File: src/pkg/node_cfg_pkg.sv
// constants for the multidrop serial port configuration selector
package node_cfg_pkg;
	localparam int          ADDR_W        = 6;
	localparam int          RATE_CODE_W   = 2;
	localparam int          SW_W          = 8;
	localparam int          ADDR_LSB      = 0;
	localparam int          RATE_LSB      = 6;
	localparam int          RATE_SEL_W    = 32;
	localparam int          SETTLE_W      = 4;
	localparam logic [3:0]  SETTLE_CYCLES = 4'h8;
	localparam logic [5:0]  ADDR_ZERO     = 6'h00;
	localparam logic [1:0]  RATE_FROM_NVM = 2'h0;
	localparam logic [1:0]  RATE_CODE_9K6 = 2'h1;
	localparam logic [1:0]  RATE_CODE_38K = 2'h2;
	localparam logic [1:0]  RATE_CODE_115 = 2'h3;
	localparam logic [31:0] BPS_9K6       = 32'h0000_2580;
	localparam logic [31:0] BPS_38K4      = 32'h0000_9600;
	localparam logic [31:0] BPS_115K2     = 32'h0001_c200;
	typedef enum logic [2:0] {
		ST_SETTLE = 3'h1,
		ST_LATCH  = 3'h2,
		ST_HOLD   = 3'h4
	} load_state_t;
endpackage

File: src/pkg/cfg_sw_if.sv
// switch fields passed from the decoder to the selector
`timescale 1ns/1ps
`default_nettype none
interface cfg_sw_if;
	logic [5:0] sw_addr;
	logic [1:0] sw_rate;
	modport dec (output sw_addr, output sw_rate);
	modport sel (input sw_addr, input sw_rate);
endinterface
`default_nettype wire

File: src/rtl/switch_field_split.sv
// splits the eight switches into address and rate-code fields
`timescale 1ns/1ps
`default_nettype none
module switch_field_split
	import node_cfg_pkg::*;
(
	input  wire logic [SW_W-1:0] sw_in,
	cfg_sw_if.dec                fld
);
	// switch one lands in bit 0; on reads as 1
	assign fld.sw_addr = sw_in[ADDR_LSB +: ADDR_W];
	// switch seven lands in bit 0 of the code
	assign fld.sw_rate = sw_in[RATE_LSB +: RATE_CODE_W];
endmodule
`default_nettype wire

File: src/rtl/serial_node_config_select.sv
// resolves the multidrop port node address and bit rate at start-up
`timescale 1ns/1ps
`default_nettype none
module serial_node_config_select
	import node_cfg_pkg::*;
(
	input  wire logic                  ref_clk,
	input  wire logic                  nrst,
	input  wire logic [SW_W-1:0]       sw_in,
	input  wire logic [ADDR_W-1:0]     nvm_addr,
	input  wire logic [RATE_SEL_W-1:0] nvm_bps,
	input  wire logic [ADDR_W-1:0]     p2p_nvm_addr,
	input  wire logic [RATE_SEL_W-1:0] p2p_nvm_bps,
	output logic [ADDR_W-1:0]          mdrop_addr,
	output logic [RATE_SEL_W-1:0]      mdrop_bps,
	output logic                       mdrop_cfg_valid,
	output logic [ADDR_W-1:0]          p2p_addr,
	output logic [RATE_SEL_W-1:0]      p2p_bps
);
	cfg_sw_if fld ();

	switch_field_split u_split (
		.sw_in (sw_in),
		.fld   (fld)
	);

	function automatic logic [RATE_SEL_W-1:0] code_to_bps(input logic [1:0] code,
		input logic [RATE_SEL_W-1:0] stored);
		case (code)
			RATE_CODE_9K6: code_to_bps = BPS_9K6;
			RATE_CODE_38K: code_to_bps = BPS_38K4;
			RATE_CODE_115: code_to_bps = BPS_115K2;
			default:       code_to_bps = stored;
		endcase
	endfunction

	load_state_t          state_reg;
	load_state_t          state_next;
	logic [SETTLE_W-1:0]  settle_reg;
	logic [ADDR_W-1:0]    addr_next;
	logic [RATE_SEL_W-1:0] bps_next;

	// switches may bounce right after power-up, so wait a few cycles first
	always_comb begin
		state_next = state_reg;
		case (state_reg)
			ST_SETTLE: begin
				if (settle_reg == SETTLE_CYCLES)
					state_next = ST_LATCH;
			end
			ST_LATCH: state_next = ST_HOLD;
			ST_HOLD:  state_next = ST_HOLD;
			default:  state_next = ST_SETTLE;
		endcase
	end

	always_ff @(posedge ref_clk or negedge nrst) begin
		if (!nrst)
			state_reg <= ST_SETTLE;
		else
			state_reg <= state_next;
	end

	always_ff @(posedge ref_clk or negedge nrst) begin
		if (!nrst)
			settle_reg <= '0;
		else if (state_reg == ST_SETTLE)
			settle_reg <= settle_reg + SETTLE_W'(1);
	end

	always_comb begin
		addr_next = (fld.sw_addr == ADDR_ZERO) ? nvm_addr : fld.sw_addr;
		bps_next  = code_to_bps(fld.sw_rate, nvm_bps);
	end

	// latched once; later switch moves are ignored until the next reset
	always_ff @(posedge ref_clk or negedge nrst) begin
		if (!nrst) begin
			mdrop_addr      <= ADDR_ZERO;
			mdrop_bps       <= '0;
			mdrop_cfg_valid <= 1'b0;
		end else if (state_reg == ST_LATCH) begin
			mdrop_addr      <= addr_next;
			mdrop_bps       <= bps_next;
			mdrop_cfg_valid <= 1'b1;
		end
	end

	// point-to-point settings never see the switches
	always_ff @(posedge ref_clk or negedge nrst) begin
		if (!nrst) begin
			p2p_addr <= ADDR_ZERO;
			p2p_bps  <= '0;
		end else begin
			p2p_addr <= p2p_nvm_addr;
			p2p_bps  <= p2p_nvm_bps;
		end
	end

	property p_addr_switch;
		@(posedge ref_clk) disable iff (!nrst)
		(state_reg == ST_LATCH && sw_in[5:0] != ADDR_ZERO) |=> (mdrop_addr == $past(sw_in[5:0]));
	endproperty
	a_addr_switch: assert property (p_addr_switch) else $error("address not from switches");

	property p_rate_code;
		@(posedge ref_clk) disable iff (!nrst)
		(state_reg == ST_LATCH && sw_in[7:6] == RATE_CODE_9K6) |=> (mdrop_bps == BPS_9K6);
	endproperty
	a_rate_code: assert property (p_rate_code) else $error("code 1 not 9.6 kbps");

	property p_addr_nvm;
		@(posedge ref_clk) disable iff (!nrst)
		(state_reg == ST_LATCH && sw_in[5:0] == ADDR_ZERO) |=> (mdrop_addr == $past(nvm_addr));
	endproperty
	a_addr_nvm: assert property (p_addr_nvm) else $error("zero address did not use stored one");

	property p_rate_nvm;
		@(posedge ref_clk) disable iff (!nrst)
		(state_reg == ST_LATCH && sw_in[7:6] == RATE_FROM_NVM) |=> (mdrop_bps == $past(nvm_bps));
	endproperty
	a_rate_nvm: assert property (p_rate_nvm) else $error("zero code did not use stored rate");

	property p_rate_fast;
		@(posedge ref_clk) disable iff (!nrst)
		(state_reg == ST_LATCH && sw_in[7:6] == RATE_CODE_115) |=> (mdrop_bps == BPS_115K2);
	endproperty
	a_rate_fast: assert property (p_rate_fast) else $error("code 3 not 115.2 kbps");

	property p_rate_mid;
		@(posedge ref_clk) disable iff (!nrst)
		(state_reg == ST_LATCH && sw_in[7:6] == RATE_CODE_38K) |=> (mdrop_bps == BPS_38K4);
	endproperty
	a_rate_mid: assert property (p_rate_mid) else $error("code 2 not 38.4 kbps");

	// sampled nrst keeps the release edge from comparing against reset values
	property p_p2p_pass;
		@(posedge ref_clk) disable iff (!nrst)
		nrst |=> (p2p_addr == $past(p2p_nvm_addr) && p2p_bps == $past(p2p_nvm_bps));
	endproperty
	a_p2p_pass: assert property (p_p2p_pass) else $error("point-to-point settings disturbed");

	property p_hold;
		@(posedge ref_clk) disable iff (!nrst)
		mdrop_cfg_valid |=> (mdrop_cfg_valid && $stable(mdrop_addr) && $stable(mdrop_bps));
	endproperty
	a_hold: assert property (p_hold) else $error("multidrop config changed after latch");

	property p_valid_time;
		@(posedge ref_clk) disable iff (!nrst)
		$rose(nrst) ##0 1'b1 |-> ##[1:12] mdrop_cfg_valid;
	endproperty
	a_valid_time: assert property (p_valid_time) else $error("config valid too late after reset");

	property p_settle_len;
		@(posedge ref_clk) disable iff (!nrst)
		(state_reg == ST_SETTLE) |-> ##[1:10] (state_reg == ST_LATCH);
	endproperty
	a_settle_len: assert property (p_settle_len) else $error("latch too late");

	// nothing may show on the multidrop side before the one latch
	property p_valid_early;
		@(posedge ref_clk) disable iff (!nrst)
		(state_reg != ST_HOLD) |-> !mdrop_cfg_valid;
	endproperty
	a_valid_early: assert property (p_valid_early) else $error("config valid before latch");

	property p_idle_zero;
		@(posedge ref_clk) disable iff (!nrst)
		!mdrop_cfg_valid |-> (mdrop_addr == ADDR_ZERO && mdrop_bps == '0);
	endproperty
	a_idle_zero: assert property (p_idle_zero) else $error("multidrop outputs not clear before latch");

	property p_valid_rise;
		@(posedge ref_clk) disable iff (!nrst)
		$rose(mdrop_cfg_valid) |-> $past(state_reg == ST_LATCH);
	endproperty
	a_valid_rise: assert property (p_valid_rise) else $error("config valid rose without a latch");

	property p_latch_once;
		@(posedge ref_clk) disable iff (!nrst)
		(state_reg == ST_LATCH) |=> (state_reg == ST_HOLD);
	endproperty
	a_latch_once: assert property (p_latch_once) else $error("latch state did not move to hold");

	property p_state_onehot;
		@(posedge ref_clk) disable iff (!nrst)
		$onehot(state_reg);
	endproperty
	a_state_onehot: assert property (p_state_onehot) else $error("load state not one-hot");

	property p_settle_cap;
		@(posedge ref_clk) disable iff (!nrst)
		(state_reg == ST_SETTLE) |-> (settle_reg <= SETTLE_CYCLES);
	endproperty
	a_settle_cap: assert property (p_settle_cap) else $error("settle count overran");

	// each field falls back on its own; the other keeps the switch value
	property p_rate_only;
		@(posedge ref_clk) disable iff (!nrst)
		(state_reg == ST_LATCH && sw_in[RATE_LSB +: RATE_CODE_W] == RATE_FROM_NVM
			&& sw_in[ADDR_LSB +: ADDR_W] != ADDR_ZERO)
			|=> (mdrop_addr == $past(sw_in[ADDR_LSB +: ADDR_W]) && mdrop_bps == $past(nvm_bps));
	endproperty
	a_rate_only: assert property (p_rate_only) else $error("stored rate disturbed the switch address");

	property p_addr_only;
		@(posedge ref_clk) disable iff (!nrst)
		(state_reg == ST_LATCH && sw_in[ADDR_LSB +: ADDR_W] == ADDR_ZERO
			&& sw_in[RATE_LSB +: RATE_CODE_W] != RATE_FROM_NVM)
			|=> (mdrop_addr == $past(nvm_addr)
				&& (mdrop_bps == BPS_9K6 || mdrop_bps == BPS_38K4 || mdrop_bps == BPS_115K2));
	endproperty
	a_addr_only: assert property (p_addr_only) else $error("stored address disturbed the switch rate");

	c_latch_switch: cover property (@(posedge ref_clk) disable iff (!nrst)
		state_reg == ST_LATCH && sw_in[5:0] != ADDR_ZERO);
	c_latch_nvm: cover property (@(posedge ref_clk) disable iff (!nrst)
		state_reg == ST_LATCH && sw_in[5:0] == ADDR_ZERO && sw_in[7:6] == RATE_FROM_NVM);
	c_fast: cover property (@(posedge ref_clk) disable iff (!nrst)
		state_reg == ST_LATCH && sw_in[7:6] == RATE_CODE_115);
	c_valid_rise: cover property (@(posedge ref_clk) disable iff (!nrst)
		$rose(mdrop_cfg_valid));
	c_addr_only: cover property (@(posedge ref_clk) disable iff (!nrst)
		state_reg == ST_LATCH && sw_in[ADDR_LSB +: ADDR_W] == ADDR_ZERO && sw_in[RATE_LSB +: RATE_CODE_W] != RATE_FROM_NVM);
endmodule
`default_nettype wire

File: config.mk
export PLATFORM = sky130hd
export DESIGN_NAME = serial_node_config_select
export DESIGN_NICKNAME = d
export VERILOG_FILES = /design/src/pkg/node_cfg_pkg.sv /design/src/pkg/cfg_sw_if.sv /design/src/rtl/switch_field_split.sv /design/src/rtl/serial_node_config_select.sv
export SDC_FILE = /design/constraint.sdc
export NUM_CORES = 1
export LEC_CHECK = 0
export BUFFER_PORTS_ARGS = -buffer_cell sky130_fd_sc_hd__buf_2
export CAP_MARGIN = 30
export CORE_MARGIN = 8
export CORE_UTILIZATION = 35
export CTS_BUF_LIST = sky130_fd_sc_hd__clkbuf_8 sky130_fd_sc_hd__clkbuf_16
export CTS_CLUSTER_SIZE = 14
export DETAILED_ROUTE_END_ITERATION = 16
export PLACE_DENSITY_LB_ADDON = 0.2
export SLEW_MARGIN = 20
export SYNTH_ARGS = -nofsm -noshare
export SYNTH_HDL_FRONTEND = slang
export SYNTH_SLANG_ARGS = --single-unit
File: constraint.sdc
create_clock -name ref_clk -period 1.9 [get_ports ref_clk]
set_input_delay 0.19 -clock ref_clk [delete_from_list [all_inputs] [get_ports ref_clk]]
set_output_delay 0.19 -clock ref_clk [all_outputs]
set_load 0.02 [all_outputs]
==> summary.md, run 1 <==
| Metric | Value |
|---|---|
| Initial antenna violation count | `0` |
| Final period utilization | `0.836` |
| Worst VDD drop | `0.408 mV` |
| Multi-input logic area | `748 µm²` |
| Pwr Density | `856 nW/µm²` |
| Area grow syn2layout | `54.1%` |
| WL/cell | `14.6 µm` |
| IO Pins | `163` |
| Data required, critical path | `2.13 ns` |
| Cell Area, Synth | `2930 µm²` |
| Total GRT Usage | `0.143` |
| Unique masters post-synth | `27` |
| FF-to-FF Start | `state_reg[2]` |
| Fmax achieved | `629 MHz` |
| Slew Limit Fails | `0` |
| RSZ-0062 raised after global routing | `false` |
| Post-DP Area | `3880 µm²` |
| Synth Flop Type | `dfrtp_1` |
| Hold_ws | `0.0769 ns` |
| Status | `finished clean` |
| Num CTS Buffers | `9` |
| Number of fill cells | `742` |
| Chip Width | `107 µm` |
| Largest net degree at the start of global routing | `50` |
| Max Cap Viol | `0` |
| Worst Path Arrival | `1.82 ns` |
| Global-route wire length before repair | `13100 µm` |
| Fraction of layout cells with a size suffix above 1 | `0.415` |
| Initial drt markers | `43` |
| DRT Pass-1 Iters | `4` |
| Worst min-delay path class | `primary input to flop` |
| Placed Cells incl. Taps | `503` |
| Syn_area_per_cell | `12.1 µm²` |
| Vias in the first global route | `2691` |
| Hold path cells | `3` |
| Detailed Place HPWL | `5910 µm` |
| Commonest cells after routing, fill and taps aside | `buf_2, dfrtp_1, nand2_1` |
| Final hold violation count | `0` |
| Total core area | `8180 µm²` |
| Max-Slew Margin vs Limit | `0.581` |
| Final Non-Filler Cells | `558` |
| Post-synth EDFFs | `0` |
| Net Count, Synth | `333` |
| TNS Setup | `0 ns` |
| Placer Congestion | `0.721` |
| Final setup skew | `0.00783 ns` |
| Rows | `33` |
| Hold Startpoint | `nvm_bps[29]` |
| Crit path launch | `state_reg[2]` |
| Final #Nets | `540` |
| Final ANT Viol Nets | `0` |
| Hold_buf cts | `39` |
| Postcts setup bufs | `0` |
| Final WL | `8160 µm` |
| Clock Root Buffer | `clkbuf_8` |
| Setup crit start kind | `flop` |
| FF+latch count, synth | `84` |
| Clock Latency Late Sink | `0.34 ns` |
| Slew @ Worst Pin | `0.628 ns` |
| ANT cells | `0` |
| DRC viols | `0` |
| Async set or reset register ratio after synthesis | `1.00` |
| Initial Util | `0.358` |
| Seq/Total Area, Yosys | `0.719` |
| CP Max Fanout | `19` |
| Critical path class | `flop to flop` |
| Synthesized instance count | `241` |
| Clock Tree Buf Depth | `2` |
| Die Span Y | `107 µm` |
| Final Critical Period | `1.59 ns` |
| GRT Residual Overflow | `0` |
| Reg area | `2100 µm²` |
| H-tree levels | `3` |
| CTS tree | `yes` |
| Yosys warnings | `0` |
| Clock tree sinks | `84` |
| Final Power | `3860 µW` |
| Most common cell after layout, fill and taps aside | `buf_2` |
| Via count | `2466` |
| Input/output buffers | `162` |
| Crit. End Element | `flop` |
| Die area | `11500 µm²` |
| Post-CTS sizing | `0` |
| Finished Cell Area | `4510 µm²` |
| Reg2reg path depth | `4` |
| Final Setup Violations | `0` |
| Leakage Power | `0.00240 µW` |
| Clock transition at the registers of the reported paths | `0.08 ns` |
| Largest regs | `mdrop_bps (32), p2p_bps (32)` |
| DR vias/cell | `4.42` |
## layout make-up
cell class	count	area share
clock buffer	9	0.0275
clock inverter	7	0.0255
inverter	5	0.00416
multi-input combinational	140	0.166
sequential	84	0.466
tap	105	0.0291
timing repair buffer	208	0.281
## synth_stat cells (2+ instances only)
library cell / count / share of area
nand2_1: 57 / 0.073
xnor2_1: 4 / 0.012
clkbuf_1: 3 / 0.0038
buf_2: 8 / 0.014
inv_1: 5 / 0.0064
a31oi_1: 6 / 0.013
ha_1: 6 / 0.026
dfrtp_1: 83 / 0.71
a21oi_1: 10 / 0.017
nor2b_1: 4 / 0.0085
mux2i_1: 2 / 0.0068
nor2_1: 9 / 0.012
o21ai_0: 8 / 0.014
nand3_1: 23 / 0.039
## kinds of logic after synthesis
group,share of synthesized area
AOI/OAI and AO/OA,0.0505
xor gates and xnor gates,0.0120
adders and majority gates,0.0257
buffers and inverters,0.0278
DFF,0.719
muxes,0.00684
and+or+nand+nor,0.159
## power by group
part | switching, µW | internal, µW
sequential | 30.2 | 1870
clock | 620 | 871
combinational | 266 | 206
total | 916 | 2950
## routing by layer
metal / wire (µm) / up-vias / track usage
met1: 2970 / 1179 / 0.149
met3: 459 / 11 / 0.0347
li1: - / 1205 / -
met4: 138 / 0 / 0.0644
met2: 4590 / 71 / 0.265
met5: 0 / - / 0
## worst max-delay path, stage by stage (launching register included)
cell and delay, ns:
dfrtp_1 0.44, or3b_1 0.60, buf_4 0.31, nand2_1 0.09
nand2_1 0.05
## metrics by stage
stage | setup WS, ns | util
6_report | 0.311 | 0.552
3_3_place_gp | 0.328 | 0.475
4_1_cts | 0.289 | 0.552
2_1_floorplan | 0.493 | -
3_5_place_dp | 0.300 | 0.475
5_1_grt | 0.201 | 0.552
## worst paths after layout
| check | slack (ns) | to |
|---|---|---|
| max in group asynchronous | 0.91 | p2p_bps[23] |
| max reg2reg | 0.31 | mdrop_bps[27] |
| min | 0.08 | mdrop_bps[29] |
| min reg2reg | 0.46 | mdrop_bps[5] |
| max | 0.31 | mdrop_bps[27] |
| min in group asynchronous | 0.40 | p2p_addr[5] |
No activity file was read; power rests on OpenSTA's default activity.
==> run 2, diff against run 1 <==
Clock period 1.9 ns to 1.3 ns, I/O delays scaled along.
==> run 2 against run 1 <==
  * The run now ends with negative setup slack left
  * Non-clock buffer count is 27 higher
  * Via count rose by 3.9%
  * Global-route usage is 1.2 points higher
  * First-iteration DRC count rose by 26%
  * Cell count is 4.8% higher
  * Clock skew rose by 0.0022 ns
  * Worst hold slack lost 0.064 ns
  * Routed wire length rose by 10%
  * Clock-buffer cell count up 1
  * Fmax increased by 17%
  * Setup slack worse by 0.37 ns
  * Flip-flop and latch count stayed put
  * Largest cell class unchanged
  * Highest routed layer unchanged
==> summary.md, run 2 (synthesized netlist as in run 1, its figures left out) <==
| Metric | Value |
|---|---|
| Via count | `2563 (+3.9%)` |
| ANT cells | `0 (unchanged)` |
| Final hold violation count | `0 (unchanged)` |
| Switching Fraction | `0.248 (+0.0109)` |
| Die area | `11500 µm² (unchanged)` |
| GRT Residual Overflow | `0 (unchanged)` |
| IO Pins | `163 (unchanged)` |
| Delay-heaviest family, CP | `buffers and inverters` |
| Final WL | `9010 µm (+10%)` |
| Data required, critical path | `1.59 ns (-0.54 ns)` |
| H-tree levels | `3 (unchanged)` |
| Largest net degree at the start of global routing | `30 (-40%)` |
| Final Critical Period | `1.36 ns (-0.229 ns)` |
| Met2 GRT Util | `0.300 (+0.0349)` |
| Clock transition at the registers of the reported paths | `0.09 ns (about the same)` |
| DRC viols | `0 (unchanged)` |
| Cells along the critical path | `buf_6, nor3b_4, buf_6, clkbuf_16, nand3_1, nand2_1` |
| Final #Nets | `567 (+5.0%)` |
| Final core occ | `0.591 (+0.0395)` |
| Vias in the first global route | `2876 (+6.9%)` |
| Crit. path cell count | `6 (+2)` |
| CP Buf/Inv Count | `3 (+2)` |
| WL/cell | `15.4 µm (+5.4%)` |
| Initial antenna violation count | `0 (unchanged)` |
| Slew @ Worst Pin | `0.516 ns (-0.112 ns)` |
| Clock Latency Late Sink | `0.35 ns (about the same)` |
| Reg2reg path depth | `6 (+2)` |
| CP max-delay cell | `dfrtp_1` |
| Clock tree sinks | `84 (unchanged)` |
| Global-route wire length before repair | `14100 µm (+7.6%)` |
| Switch Pwr | `1390 µW (+51%)` |
| Critical path class | `flop to flop` |
| Status | `finished with violations` |
| DRT Pass-1 Iters | `4 (unchanged)` |
| Area grow syn2layout | `65.1%` |
| DR vias/cell | `4.38 (-0.86%)` |
| Setup WS post-layout | `-0.0599 ns (-0.371 ns)` |
| RSZ-0062 raised after global routing | `true` |
| Final setup skew | `0.0101 ns (+0.00224 ns)` |
| Top Usage Layer GRT | `met2` |
| Total core area | `8180 µm² (unchanged)` |
| Finished Cell Area | `4830 µm² (+7.2%)` |
| Final Setup Violations | `19 (+19)` |
| Detailed Place HPWL | `6320 µm (+7.0%)` |
| Initial drt markers | `54 (+26%)` |
| Setup crit start kind | `flop` |
| Clock share of power | `0.371 (-0.015)` |
| Post-DP Area | `3970 µm² (+2.3%)` |
| Placer Congestion | `0.704 (-2.4%)` |
| Final period utilization | `1.05 (+0.210)` |
| Total GRT Usage | `0.155 (+0.0122)` |
| Largest regs | `mdrop_bps (32), p2p_bps (32)` |
| Number of fill cells | `724 (-2.4%)` |
| Leakage Power | `0.00253 µW (+5.7%)` |
| Rows | `33 (unchanged)` |
| Violated checks | `negative setup slack` |
| Crit-path most repeated cell | `buf_6` |
| GRT met1 Usage | `0.150 (+0.000391)` |
| Worst Path Arrival | `1.65 ns (-0.17 ns)` |
| Internal | `4210 µW (+43%)` |
| Fmax achieved | `735 MHz (+17%)` |
| Seq pwr share | `0.497 (+0.005)` |
| Met3 GRT Util | `0.0449 (+0.0102)` |
| Most common cell after layout, fill and taps aside | `buf_2` |
| Worst min-delay path class | `primary input to flop` |
| Crit. End Element | `flop` |
| Pwr Density | `1160 nW/µm² (+35%)` |
| Logic gate share of total power | `0.132 (+0.010)` |
| Clock Tree Buf Depth | `2 (unchanged)` |
| Max Cap Viol | `0 (unchanged)` |
| Clock Root Buffer | `clkbuf_8` |
| Worst VDD drop | `0.553 mV (+36%)` |
| CP Max Fanout | `7 (-12)` |
| Hold path cells | `3 (unchanged)` |
| Hold Startpoint | `nvm_bps[6]` |
| Slowest stage delay, CP | `0.41 ns (-0.19 ns)` |
| Crit path launch | `state_reg[2]` |
| Slew Limit Fails | `0 (unchanged)` |
| Commonest cells after routing, fill and taps aside | `buf_2, dfrtp_1, nand2_1` |
| Initial Util | `0.358 (unchanged)` |
| CTS tree | `yes` |
| Fraction of layout cells with a size suffix above 1 | `0.429 (+0.0142)` |
| Final ANT Viol Nets | `0 (unchanged)` |
| Input/output buffers | `162 (unchanged)` |
| Die Span Y | `107 µm (unchanged)` |
| Max-Slew Margin vs Limit | `0.653 (+0.0721)` |
| Chip Width | `107 µm (unchanged)` |
| FF-to-FF Start | `state_reg[2]` |
| Reg2Reg Setup Slack | `-0.06 ns (-0.37 ns)` |
| Num CTS Buffers | `9 (unchanged)` |
run 2: cell count changes in the layout (fill, tap and decap cells not counted), sizes merged:
cell / previous run / this run
buf: 169 / 181
clkinv: 1 / 0
dlygate4sd3: 39 / 53
bufinv: 3 / 2
clkinvlp: 1 / 2
clkbuf: 9 / 11
run 2: worst register-to-register path, cell delays in order, from the launching register on:
cell and delay, ns:
dfrtp_1 0.41, buf_6 0.14, nor3b_4 0.29, buf_6 0.17, clkbuf_16 0.14, nand3_1 0.07
nand2_1 0.07
run 2: layer usage:
| layer | routed length (µm) | up-vias |
|---|---|---|
| li1 | - | 1256 |
| met1 | 3260 | 1224 |
| met2 | 5120 | 69 |
| met3 | 463 | 14 |
| met4 | 163 | 0 |
| met5 | 0 | - |
run 2: area by class of cell:
cell class	instances	area, µm²	share of cell area
clock buffer	10	138	0.0285
clock inverter	6	87.6	0.0181
tap	105	131	0.0272
multi-input combinational	140	778	0.161
timing repair buffer	235	1580	0.326
inverter	5	18.8	0.00388
sequential	84	2100	0.435
run 2: what timing repair did:
action                                 CTS  global route
endpoints found under the hold margin  116             0
hold buffers                            53             0
setup endpoints to repair                5            38
cloned                                   0             2
pin swaps                                0             9
resized for setup                        1            14
setup buffers                            0             3
run 2: worst paths after layout:
path	to
worst max-delay path	mdrop_bps[26]
worst max register to register	mdrop_bps[26]
max in group asynchronous	p2p_bps[22]
worst min register to register	mdrop_bps[25]
worst min-delay path	mdrop_bps[6]
min in group asynchronous	p2p_bps[25]
run 2: power groups by stage:
stage	clock (µW)	combinational, µW	sequential (µW)
after floorplan	0	91.3	2990
after global placement	0	612	2820
after CTS	2170	748	2780
after detailed placement	0	620	2830
final	2080	740	2780
after global routing	2230	809	2790
run 2: through the flow:
stage | setup slack, ns | instances | TNS, ns | total power [µW] | hold WS (ns)
floorplan | -0.00151 | 241 | -0.0302 | 3080 | -0.166
global placement | 0.0490 | 511 | 0 | 3440 | 0.0669
detailed placement | 0.00829 | 511 | 0 | 3450 | 0.0704
CTS | -0.0135 | 580 | -0.0227 | 5690 | 0.00470
global route | -0.0989 | 585 | -1.74 | 5830 | 0.00662
finish | -0.0599 | 585 | -0.598 | 5590 | 0.0130
==> run 3, diff against run 2 <==
Settings changed: CORE_ASPECT_RATIO from default to 1.5, CTS_BUF_LIST sky130_fd_sc_hd__clkbuf_8 sky130_fd_sc_hd__clkbuf_16 to default, GPL_TIMING_DRIVEN from default to 0.
==> run 3 against run 2 <==
  * The run still ends with negative setup slack left
  * Power increased by 6.8%
  * Combinational power decreased by 2%
  * Non-clock buffer count decreased by 8
  * First-iteration DRC count increased by 30%
==> summary.md, run 3 (synthesized netlist as in run 1, its figures left out) <==
| Metric | Value |
|---|---|
| Status | `finished with violations` |
| Violated checks | `negative setup slack` |
| Multi-input logic area | `902 µm² (+16%)` |
| CP Buf/Inv Count | `2 (-1)` |
| Detailed Place HPWL | `6650 µm (+5.1%)` |
| Final setup skew | `0.00532 ns (-0.00475 ns)` |
| Vias in the first global route | `2821 (-1.9%)` |
| Num CTS Buffers | `9 (unchanged)` |
| Max Cap Viol | `0 (unchanged)` |
| Worst Path Arrival | `1.56 ns (-0.09 ns)` |
| Critical path class | `flop to flop` |
| Reg2reg path depth | `5 (-1)` |
| Reg area | `2100 µm² (about the same)` |
| Total GRT Usage | `0.162 (+0.00674)` |
| Rows | `41 (+24%)` |
| Clock Latency Late Sink | `0.33 ns (-0.02 ns)` |
| Setup crit start kind | `flop` |
| Post-DP Area | `3910 µm² (-1.5%)` |
| Slew @ Worst Pin | `0.629 ns (+0.114 ns)` |
| Die area | `11600 µm² (+0.52%)` |
| Crit. End Element | `flop` |
| Initial drt markers | `70 (+30%)` |
| Total core area | `8260 µm² (+1.0%)` |
| Slew Limit Fails | `0 (unchanged)` |
| Final hold violation count | `0 (unchanged)` |
| CP max-delay cell | `dfrtp_2` |
| Final ANT Viol Nets | `0 (unchanged)` |
| Largest net degree at the start of global routing | `50 (+67%)` |
| Final #Nets | `559 (-1.4%)` |
| Slowest stage delay, CP | `0.42 ns (about the same)` |
| Die Span Y | `128 µm (+19%)` |
| Fraction of layout cells with a size suffix above 1 | `0.503 (+0.0740)` |
| Most common cell after layout, fill and taps aside | `buf_2` |
| Placer Congestion | `0.716 (+1.7%)` |
| Final WL | `9330 µm (+3.6%)` |
| Input/output buffers | `162 (unchanged)` |
| GRT Residual Overflow | `0 (unchanged)` |
| Pwr Density | `1210 nW/µm² (+4.3%)` |
| Clock transition at the registers of the reported paths | `0.06 ns (-0.03 ns)` |
| IO Pins | `163 (unchanged)` |
| RR Endpoint | `mdrop_bps[9]` |
| H-tree levels | `3 (unchanged)` |
| Cells along the critical path | `or3b_4, buf_12, buf_8, nand2_4, o31ai_4` |
| Final Setup Violations | `32 (+13)` |
| Max-Slew Margin vs Limit | `0.581 (-0.0728)` |
| WL/cell | `16.1 µm (+4.9%)` |
| Global-route wire length before repair | `14300 µm (+1.9%)` |
| Setup WS post-layout | `-0.0601 ns (-0.000177 ns)` |
| CTS tree | `yes` |
| Hold Startpoint | `nvm_bps[25]` |
| FF-to-FF Start | `state_reg[2]` |
| Clock tree sinks | `84 (unchanged)` |
| Hold Path End | `mdrop_bps[25]` |
| Clock Tree Buf Depth | `2 (unchanged)` |
| DR vias/cell | `4.50 (+2.6%)` |
| Number of fill cells | `739 (+2.1%)` |
| Area grow syn2layout | `69.1%` |
| Hold path cells | `3 (unchanged)` |
| Data required, critical path | `1.50 ns (-0.09 ns)` |
| Via count | `2599 (+1.4%)` |
| Delay-heaviest family, CP | `simple AND/OR/NAND/NOR gates` |
| Largest regs | `mdrop_bps (32), p2p_bps (32)` |
| Final Critical Period | `1.36 ns (+0.000177 ns)` |
| Final Power | `5980 µW (+6.8%)` |
| CP Max Fanout | `8 (+1)` |
| Finished Cell Area | `4950 µm² (+2.4%)` |
| RSZ-0062 raised after global routing | `true` |
| Clock Root Buffer | `clkbuf_16` |
| Worst min-delay path class | `primary input to flop` |
| Fmax achieved | `735 MHz (about the same)` |
| Worst VDD drop | `0.681 mV (+23%)` |
| Leakage Power | `0.00256 µW (+1.1%)` |
| Initial antenna violation count | `1 (+1)` |
| Final period utilization | `1.05 (about the same)` |
| DRC viols | `0 (unchanged)` |
| Chip Width | `90.7 µm (-16%)` |
| Commonest cells after routing, fill and taps aside | `buf_2, dfrtp_1, dlygate4sd3_1` |
| Initial Util | `0.354 (-0.00363)` |
| ANT cells | `0 (unchanged)` |
| DRT Pass-1 Iters | `4 (unchanged)` |
| DP Worst Slack | `-0.217 ns (-0.225 ns)` |
| Reg2Reg Setup Slack | `-0.06 ns (about the same)` |
==> run 3: changes by cell type in the layout (fill, tap and decap cells not counted), sizes merged <==
cell         change
dlygate4sd3     -14
buf              +3
clkbuf           +3
clkinv           +3
inv              -2
bufinv           -1
clkinvlp         -1
==> run 3: through the flow <==
step / utilization / hold slack [ns] / std cells / TNS, ns
floorplan: - / -0.166 / 241 / -0.0302
global placement: 0.471 / 0.239 / 510 / -51.27
detailed placement: 0.474 / 0.199 / 511 / -5.86
CTS: 0.576 / 0.0183 / 577 / -0.0393
global route: 0.599 / 0.0325 / 578 / -2.47
finish: 0.599 / 0.0307 / 578 / -1.19
==> run 3: area by class of cell <==
class / count / share of cell area
clock inverter: 5 / 0.0106
inverter: 5 / 0.00379
tap: 107 / 0.0271
multi-input combinational: 140 / 0.182
clock buffer: 10 / 0.0483
sequential: 84 / 0.425
timing repair buffer: 216 / 0.278
buffer: 11 / 0.0243
==> run 3: worst max path at each step <==
stage | slack (ns) | start | depth (start not counted) | endpoint
2_1_floorplan | -0.002 | state_reg[2] | 5 | mdrop_bps[11]
3_3_place_gp | -0.56 | nrst | 1 | mdrop_bps[12]
3_5_place_dp | -0.22 | sw_in[6] | 7 | mdrop_bps[10]
4_1_cts | -0.01 | state_reg[2] | 4 | mdrop_bps[9]
5_1_grt | -0.1 | state_reg[2] | 5 | mdrop_bps[9]
6_report | -0.06 | state_reg[2] | 5 | mdrop_bps[9]
==> run 3: power by group <==
part           switching (µW)  internal [µW]  leakage [µW]
sequential               56.3           2740       0.00102
combinational             404            319       0.00140
clock                     943           1520      0.000144
total                    1400           4570       0.00256
==> run 3: timing repair <==
action                                 4_1_cts  5_1_grt
hold buffers                                39        0
setup endpoints to repair                   41       40
gates cloned                                 2        1
gates resized for setup                     22       51
endpoints found under the hold margin       85        0
setup buffers                               10        1
pin swaps                                    5       16
==> run 3: metal layers <==
layer | share of wire | track usage
met1 | 0.33 | 0.146
met4 | 0.031 | 0.0876
met5 | 0.0014 | 0
met2 | 0.58 | 0.309
met3 | 0.058 | 0.0539
==> run 3: tightest hold or removal path, cell delays in order <==
cell	delay, ns
buf_2	0.07
nand3_1	0.06
nand2_1	0.06
